===== src/pkg/dac_load_pkg.sv =====
// Constants for the serial eight-channel converter load path.
// Assumes a single system clock at 50 MHz sampling all serial pins.
package dac_load_pkg;
  localparam int WORD_BITS = 12;
  localparam int CODE_BITS = 8;
  localparam int SEL_BITS = 4;
  localparam int NUM_CHAN = 8;
  localparam int SYNC_STAGES = 2;
  // Word layout: first bit in lands at the top of the shift register
  localparam int CODE_FIRST_POS = 11;
  localparam int SEL_MSB_POS = 3;
  localparam logic [3:0] SEL_FIRST = 4'h1;
  localparam logic [3:0] SEL_LAST = 4'h8;
  localparam logic [11:0] SHIFT_RESET = 12'h000;
  localparam logic [7:0] CODE_RESET = 8'h00;
  localparam logic [3:0] CNT_RESET = 4'h0;
  localparam logic [3:0] CNT_FULL = 4'hC;
endpackage

===== src/hdl/pin_sync.sv =====
// Two-stage synchroniser for a group of asynchronous pins.
// Assumes CLK is free running; first stage feeds only the second.
module pin_sync #(
  parameter int W = 1,
  parameter logic [W-1:0] INIT = '0
) (
  input wire logic CLK,
  input wire logic RST,
  input wire logic [W-1:0] async_in,
  output logic [W-1:0] sync_out
);
  logic [W-1:0] meta_q;
  logic [W-1:0] meta_d;
  logic [W-1:0] stable_q;
  logic [W-1:0] stable_d;

  always_comb begin
    meta_d = async_in;
    stable_d = meta_q;
  end

  always_ff @(posedge CLK or posedge RST) begin
    if (RST) begin
      meta_q <= INIT;
      stable_q <= INIT;
    end else begin
      meta_q <= meta_d;
      stable_q <= stable_d;
    end
  end

  assign sync_out = stable_q;
endmodule


===== src/hdl/serial_octal_dac_loader.sv =====
// Serial load interface of an eight-channel 8-bit converter.
// Assumes host drives SCLK, SERIAL_IN_PIN and LATCH_STROBE, all asynchronous to CLK.
module serial_octal_dac_loader (
  input wire logic CLK,
  input wire logic RST,
  input wire logic SCLK,
  input wire logic SERIAL_IN_PIN,
  input wire logic LATCH_STROBE,
  output logic SERIAL_OUT,
  output logic [63:0] CHANNEL_CODE,
  output logic UPDATE_PULSE,
  output logic [3:0] FRAME_BITS
);
  logic [2:0] pins_raw;
  logic [2:0] pins_s;
  logic sclk_s;
  logic sdi_s;
  logic strobe_s;
  logic sclk_prev_q;
  logic sclk_prev_d;
  logic strobe_prev_q;
  logic strobe_prev_d;
  logic shift_en;
  logic latch_en;
  logic [11:0] sr_q;
  logic [11:0] sr_d;
  logic sdo_q;
  logic sdo_d;
  logic [3:0] cnt_q;
  logic [3:0] cnt_d;
  logic upd_q;
  logic upd_d;
  logic [7:0] word_code;
  logic [3:0] word_sel;
  logic sel_valid;
  logic [7:0] chan_q [dac_load_pkg::NUM_CHAN];
  logic [7:0] chan_d [dac_load_pkg::NUM_CHAN];

  assign pins_raw = {SCLK, SERIAL_IN_PIN, LATCH_STROBE};

  pin_sync #(
    .W(3),
    .INIT(3'h5)
  ) u_sync (
    .CLK(CLK),
    .RST(RST),
    .async_in(pins_raw),
    .sync_out(pins_s)
  );

  assign sclk_s = pins_s[2];
  assign sdi_s = pins_s[1];
  assign strobe_s = pins_s[0];

  // Edge finding on synchronised pins
  always_comb begin
    sclk_prev_d = sclk_s;
    strobe_prev_d = strobe_s;
  end

  always_ff @(posedge CLK or posedge RST) begin
    if (RST) begin
      sclk_prev_q <= 1'b1;
      strobe_prev_q <= 1'b1;
    end else begin
      sclk_prev_q <= sclk_prev_d;
      strobe_prev_q <= strobe_prev_d;
    end
  end

  assign shift_en = sclk_s && !sclk_prev_q && !strobe_s;
  assign latch_en = strobe_s && !strobe_prev_q;

  // Word fields
  always_comb begin
    for (int i = 0; i < dac_load_pkg::CODE_BITS; i++) begin
      word_code[i] = sr_q[dac_load_pkg::CODE_FIRST_POS - i];
    end
    word_sel = sr_q[dac_load_pkg::SEL_MSB_POS:0];
    sel_valid = (word_sel >= dac_load_pkg::SEL_FIRST) && (word_sel <= dac_load_pkg::SEL_LAST);
  end

  // Shift register, frame counter and serial output
  always_comb begin
    sr_d = sr_q;
    sdo_d = sdo_q;
    cnt_d = cnt_q;
    upd_d = 1'b0;
    if (shift_en) begin
      sr_d = {sr_q[10:0], sdi_s};
      sdo_d = sr_q[11];
      if (cnt_q != dac_load_pkg::CNT_FULL) begin
        cnt_d = cnt_q + 4'h1;
      end
    end
    if (strobe_s && strobe_prev_q) begin
      cnt_d = dac_load_pkg::CNT_RESET;
    end
    if (latch_en) begin
      upd_d = sel_valid;
    end
  end

  always_ff @(posedge CLK or posedge RST) begin
    if (RST) begin
      sr_q <= dac_load_pkg::SHIFT_RESET;
      sdo_q <= 1'b0;
      cnt_q <= dac_load_pkg::CNT_RESET;
      upd_q <= 1'b0;
    end else begin
      sr_q <= sr_d;
      sdo_q <= sdo_d;
      cnt_q <= cnt_d;
      upd_q <= upd_d;
    end
  end

  // Channel code latches
  genvar ch;
  generate
    for (ch = 0; ch < dac_load_pkg::NUM_CHAN; ch++) begin : g_chan
      always_comb begin
        chan_d[ch] = chan_q[ch];
        if (latch_en && sel_valid && (word_sel == 4'(ch + 1))) begin
          chan_d[ch] = word_code;
        end
      end

      always_ff @(posedge CLK or posedge RST) begin
        if (RST) begin
          chan_q[ch] <= dac_load_pkg::CODE_RESET;
        end else begin
          chan_q[ch] <= chan_d[ch];
        end
      end

      assign CHANNEL_CODE[ch*8 +: 8] = chan_q[ch];
    end
  endgenerate

  assign SERIAL_OUT = sdo_q;
  assign UPDATE_PULSE = upd_q;
  assign FRAME_BITS = cnt_q;
endmodule


===== config.mk =====
export PLATFORM = sky130hd
export DESIGN_NAME = serial_octal_dac_loader
export DESIGN_NICKNAME = d
export VERILOG_FILES = /design/src/pkg/dac_load_pkg.sv /design/src/hdl/pin_sync.sv /design/src/hdl/serial_octal_dac_loader.sv
export SDC_FILE = /design/constraint.sdc
export NUM_CORES = 1
export LEC_CHECK = 0
export BUFFER_PORTS_ARGS = -buffer_cell sky130_fd_sc_hd__buf_4
export CAP_MARGIN = 20
export CORE_ASPECT_RATIO = 1.1
export CORE_MARGIN = 1
export CORE_UTILIZATION = 59
export CTS_BUF_LIST = sky130_fd_sc_hd__clkbuf_4 sky130_fd_sc_hd__clkbuf_8
export DETAILED_ROUTE_END_ITERATION = 10
export PLACE_DENSITY = 0.93
export REMOVE_ABC_BUFFERS = 1
export SLEW_MARGIN = 25
export SYNTH_ARGS = -nofsm -noshare
export SYNTH_HDL_FRONTEND = slang
export SYNTH_SLANG_ARGS = --single-unit

===== constraint.sdc =====
create_clock -name CLK -period 5.05 [get_ports CLK]
set_input_delay 0.505 -clock CLK [delete_from_list [all_inputs] [get_ports CLK]]
set_output_delay 0.505 -clock CLK [all_outputs]
set_load 0.005 [all_outputs]

==> impl_results.html <==
<table>
<tr><th>Metric</th><th>Value</th></tr>
<tr><th colspan="2">CTS</th></tr>
<tr><td>Post-CTS repair timing setup buffer count</td><td>0</td></tr>
<tr><td>Maximum clock insertion buffer count</td><td>2</td></tr>
<tr><td>Clock slew at reported path FFs</td><td>0.09 ns</td></tr>
<tr><td>Clk_lat worst skew</td><td>0.35 ns</td></tr>
<tr><td>Cts bufs inserted</td><td>9</td></tr>
<tr><td>Clock tree root buffer cell</td><td>sky130_fd_sc_hd__clkbuf_8</td></tr>
<tr><td>Hold-fix buffers at CTS</td><td>0</td></tr>
<tr><td>CTS tree</td><td>done</td></tr>
<tr><td>Clock sink count</td><td>90</td></tr>
<tr><td>H-Tree Depth</td><td>3</td></tr>
<tr><td>Post_cts resized</td><td>0</td></tr>
<tr><th colspan="2">Yosys</th></tr>
<tr><td>Proportion of register bits with asynchronous set or reset after synthesis</td><td>1.000</td></tr>
<tr><td>Warning count from the yosys run</td><td>0</td></tr>
<tr><td>Syn avg cell area</td><td>14.40 µm²</td></tr>
<tr><td>Number of distinct library cell variants in the gate-level netlist after synthesis</td><td>31</td></tr>
<tr><td>Share of the synthesized area in the top cell type</td><td>0.5960</td></tr>
<tr><td>Biggest area consumer among synthesized cells</td><td>sky130_fd_sc_hd__dfrtp_1</td></tr>
<tr><td>Most used flip-flop cell after synthesis</td><td>sky130_fd_sc_hd__dfrtp_1</td></tr>
<tr><td>Most frequent cells after synthesis</td><td>sky130_fd_sc_hd__dfrtp_1, sky130_fd_sc_hd__mux2_2, sky130_fd_sc_hd__nand2_1</td></tr>
<tr><td>Synth area leaders</td><td>sky130_fd_sc_hd__dfrtp_1, sky130_fd_sc_hd__mux2_2, sky130_fd_sc_hd__dfstp_2, sky130_fd_sc_hd__nand2_1, sky130_fd_sc_hd__mux2_4</td></tr>
<tr><td>Area of the mapped netlist</td><td>3527 µm²</td></tr>
<tr><td>Cell with the most instances after synthesis</td><td>sky130_fd_sc_hd__dfrtp_1</td></tr>
<tr><td>Sequential share of the synthesized area</td><td>0.6407</td></tr>
<tr><td>Number of enable flip-flop cells after synthesis</td><td>0</td></tr>
<tr><td>Synthesis-stage register bit count</td><td>90</td></tr>
<tr><td>Number of standard cells after synthesis</td><td>245</td></tr>
<tr><th colspan="2">Setup path</th></tr>
<tr><td>Reg-to-reg slack, setup</td><td>3.17 ns</td></tr>
<tr><td>Worst reg2reg startpoint</td><td>u_sync.sync_out[2]$_DFF_PP1_</td></tr>
<tr><td>Slowest cell on crit path</td><td>sky130_fd_sc_hd__or3b_1</td></tr>
<tr><td>Number of cells on the worst reg-to-reg path</td><td>3</td></tr>
<tr><td>Kind of cell adding the most delay to the critical path</td><td>simple AND/OR/NAND/NOR gates</td></tr>
<tr><td>Source of the critical timing path</td><td>u_sync.sync_out[2]$_DFF_PP1_</td></tr>
<tr><td>Sort of element at the start of the critical path</td><td>flip-flop</td></tr>
<tr><td>Peak fanout along the critical path</td><td>16</td></tr>
<tr><td>Type of the setup path with the least slack</td><td>flip-flop to flip-flop</td></tr>
<tr><td>Endpoint kind of the worst setup timing path</td><td>flip-flop</td></tr>
<tr><td>Cells traversed along the worst timing path</td><td>or3b_1 -&gt; a31oi_4 -&gt; mux2_2</td></tr>
<tr><td>End of the worst register-to-register path</td><td>FRAME_BITS[1]$_DFFE_PP0P_</td></tr>
<tr><td>Delay of the slowest cell on the worst path</td><td>0.59 ns</td></tr>
<tr><td>Arrival time at the worst endpoint</td><td>2.12 ns</td></tr>
<tr><td>Required time of the critical path</td><td>5.29 ns</td></tr>
<tr><td>Total buffers and inverters traversed by the critical path</td><td>0</td></tr>
<tr><th colspan="2">STA</th></tr>
<tr><td>Post-Route Skew</td><td>0.009925 ns</td></tr>
<tr><td>Max-slew violation count</td><td>0</td></tr>
<tr><td>RSZ-0062 raised after global routing</td><td>no</td></tr>
<tr><td>Worst Max-Slew Pin Slew</td><td>0.8880 ns</td></tr>
<tr><td>Setup Viol. Count Final</td><td>0</td></tr>
<tr><td>Fin. Hold Viols</td><td>0</td></tr>
<tr><td>Max_slew headroom</td><td>0.4080</td></tr>
<tr><td>Crit share post-route</td><td>0.3720</td></tr>
<tr><td>Min Clock Period, post-route</td><td>1.879 ns</td></tr>
<tr><td>Accumulated negative setup slack</td><td>0 ns</td></tr>
<tr><td>Achievable clock frequency</td><td>0.5323 GHz</td></tr>
<tr><td>Worst Slack Setup Final</td><td>3.171 ns</td></tr>
<tr><th colspan="2">Drt</th></tr>
<tr><td>Pre-antenna DRT Iters</td><td>4</td></tr>
<tr><td>DRC violation total after the first TritonRoute iteration</td><td>127</td></tr>
<tr><td>Routed vias/inst</td><td>5.460</td></tr>
<tr><td>Total detailed-routing wirelength</td><td>7.159 mm</td></tr>
<tr><td>Count of antenna-violating nets left after detailed routing</td><td>0</td></tr>
<tr><td>Average routed wire per standard cell</td><td>17.90 µm</td></tr>
<tr><td>Overall via count from detail_route</td><td>2184</td></tr>
<tr><td>Total DRC errors in the routed layout</td><td>0</td></tr>
<tr><th colspan="2">Placement</th></tr>
<tr><td>Port Buffers</td><td>74</td></tr>
<tr><td>Placed standard-cell area</td><td>4121 µm²</td></tr>
<tr><td>Pre-CTS WS</td><td>3.203 ns</td></tr>
<tr><td>Routability congestion estimate from global placement</td><td>0.8011</td></tr>
<tr><td>Dpl hpwl</td><td>4.600 mm</td></tr>
<tr><th colspan="2">Global route</th></tr>
<tr><td>Global routing usage summed across all routing layers</td><td>0.2562</td></tr>
<tr><td>Initial antenna violation count</td><td>0</td></tr>
<tr><td>Global-route wire length before repair</td><td>11.73 mm</td></tr>
<tr><td>Vias in the first global route</td><td>2295</td></tr>
<tr><td>Largest net degree at the start of global routing</td><td>74</td></tr>
<tr><td>Global route overflow</td><td>0</td></tr>
<tr><th colspan="2">Min path</th></tr>
<tr><td>Min-delay worst type</td><td>primary input to asynchronous set/reset pin</td></tr>
<tr><th colspan="2">Power and ir drop</th></tr>
<tr><td>Power density normalized to cell area</td><td>347.4 nW/µm²</td></tr>
<tr><td>P_leak</td><td>2.311 nW</td></tr>
<tr><td>Worst voltage drop across the vdd grid</td><td>198.9 µV</td></tr>
<tr><td>Post-layout power</td><td>1.499 mW</td></tr>
<tr><th colspan="2">Floorplan</th></tr>
<tr><td>Std-Cell Core Area</td><td>5769 µm²</td></tr>
<tr><td>Top Ports</td><td>75</td></tr>
<tr><td>Area of the die</td><td>6292 µm²</td></tr>
<tr><td>Initial Util</td><td>0.6114</td></tr>
<tr><td>Number of rows in the core area</td><td>29</td></tr>
<tr><td>DIE WIDTH</td><td>75.72 µm</td></tr>
<tr><td>Die outline height</td><td>83.09 µm</td></tr>
<tr><th colspan="2">Final layout</th></tr>
<tr><td>Proportion of layout cells with a drive suffix above 1</td><td>0.5356</td></tr>
<tr><td>Total number of nets in the final design</td><td>325</td></tr>
<tr><td>Post-route cell area</td><td>4314 µm²</td></tr>
<tr><td>Diodes inserted</td><td>0</td></tr>
<tr><td>Signed area change from the synthesized netlist to the final layout</td><td>22.31%</td></tr>
<tr><th colspan="2">Run status</th></tr>
<tr><td>Outcome</td><td>complete, no violations</td></tr>
<tr><th colspan="2">Run</th></tr>
<tr><td>Maximum capacitance violations</td><td>0</td></tr>
</table>
## cells by family after synthesis
kind of cell / synth area share
fa+ha+maj: 0.007094
compound gates: 0.01525
simple gates: 0.09045
mux: 0.2189
xor+xnor: 0.002484
flops: 0.6407
buf+inv: 0.02518
## sequential cells by signal (all words and copies together), names as in the netlist
| name | flops |
|---|---|
| sclk_prev_q | 1 |
| CHANNEL_CODE | 64 |
| u_sync.meta_q | 3 |
| u_sync.sync_out | 3 |
| sr_q | 12 |
| SERIAL_OUT | 1 |
| FRAME_BITS | 4 |
| UPDATE_PULSE | 1 |
| strobe_prev_q | 1 |
## worst max path at each step
stage	cells after the start	endpoint	slack, ns
final	3	FRAME_BITS[1]$_DFFE_PP0P_	3.17
after global placement	3	FRAME_BITS[1]$_DFFE_PP0P_	3.25
after global routing	3	FRAME_BITS[1]$_DFFE_PP0P_	3.11
after floorplan	1	CHANNEL_CODE[0]$_DFFE_PP0P_	2.22
after CTS	3	FRAME_BITS[1]$_DFFE_PP0P_	3.18
after detailed placement	3	FRAME_BITS[1]$_DFFE_PP0P_	3.20
## cells in the final DEF, fill, tap and decap left out, types with 2 or more instances in the layout
master,Yosys,layout
sky130_fd_sc_hd__dfrtp_1,84,84
sky130_fd_sc_hd__ha_1,2,2
sky130_fd_sc_hd__and3_1,2,2
sky130_fd_sc_hd__inv_1,4,3
sky130_fd_sc_hd__clkinvlp_4,0,2
sky130_fd_sc_hd__nand2_1,42,42
sky130_fd_sc_hd__nor2b_1,2,2
sky130_fd_sc_hd__nor3b_1,2,2
sky130_fd_sc_hd__dfstp_2,6,6
sky130_fd_sc_hd__a21oi_1,3,3
sky130_fd_sc_hd__clkbuf_8,0,9
sky130_fd_sc_hd__mux2_2,57,57
sky130_fd_sc_hd__nand2_2,5,5
sky130_fd_sc_hd__clkinv_2,0,4
sky130_fd_sc_hd__mux2_4,8,8
sky130_fd_sc_hd__buf_4,1,76
## report_power, final
part	leakage [nW]	total, mW	switching [mW]	internal [mW]
Sequential	1.22	0.850	0.0743	0.776
Clock	0.0954	0.478	0.250	0.228
Combinational	0.994	0.171	0.0757	0.0954
Total	2.31	1.50	0.400	1.10
## per-layer routing
| metal | wire (µm) | global-route usage | part of all wire |
|---|---|---|---|
| met5 | 0 | 0 | 0 |
| met4 | 82 | 0.1178 | 0.011 |
| met3 | 268 | 0.04733 | 0.037 |
| met2 | 3708 | 0.4091 | 0.52 |
| met1 | 3099 | 0.3359 | 0.43 |
## metrics by stage
step | instances | hold slack (ns) | utilization
floorplan | 231 | 0.3312 | -
global placement | 384 | 0.3340 | 0.7144
detailed placement | 384 | 0.3418 | 0.7144
CTS | 400 | 0.09101 | 0.7478
global route | 400 | 0.1011 | 0.7478
finish | 400 | 0.09169 | 0.7478
## cell type report
cell class	instances	area, µm²
inverters	4	16.27
fillers	372	1455
clock buffers	9	123.9
repair buffers	76	570.5
well taps	77	96.34
flip-flops and latches	90	2260
multi-input cells	137	1179
clock inverters	7	68.82
Note: power is estimated with default switching activity, not from simulation.
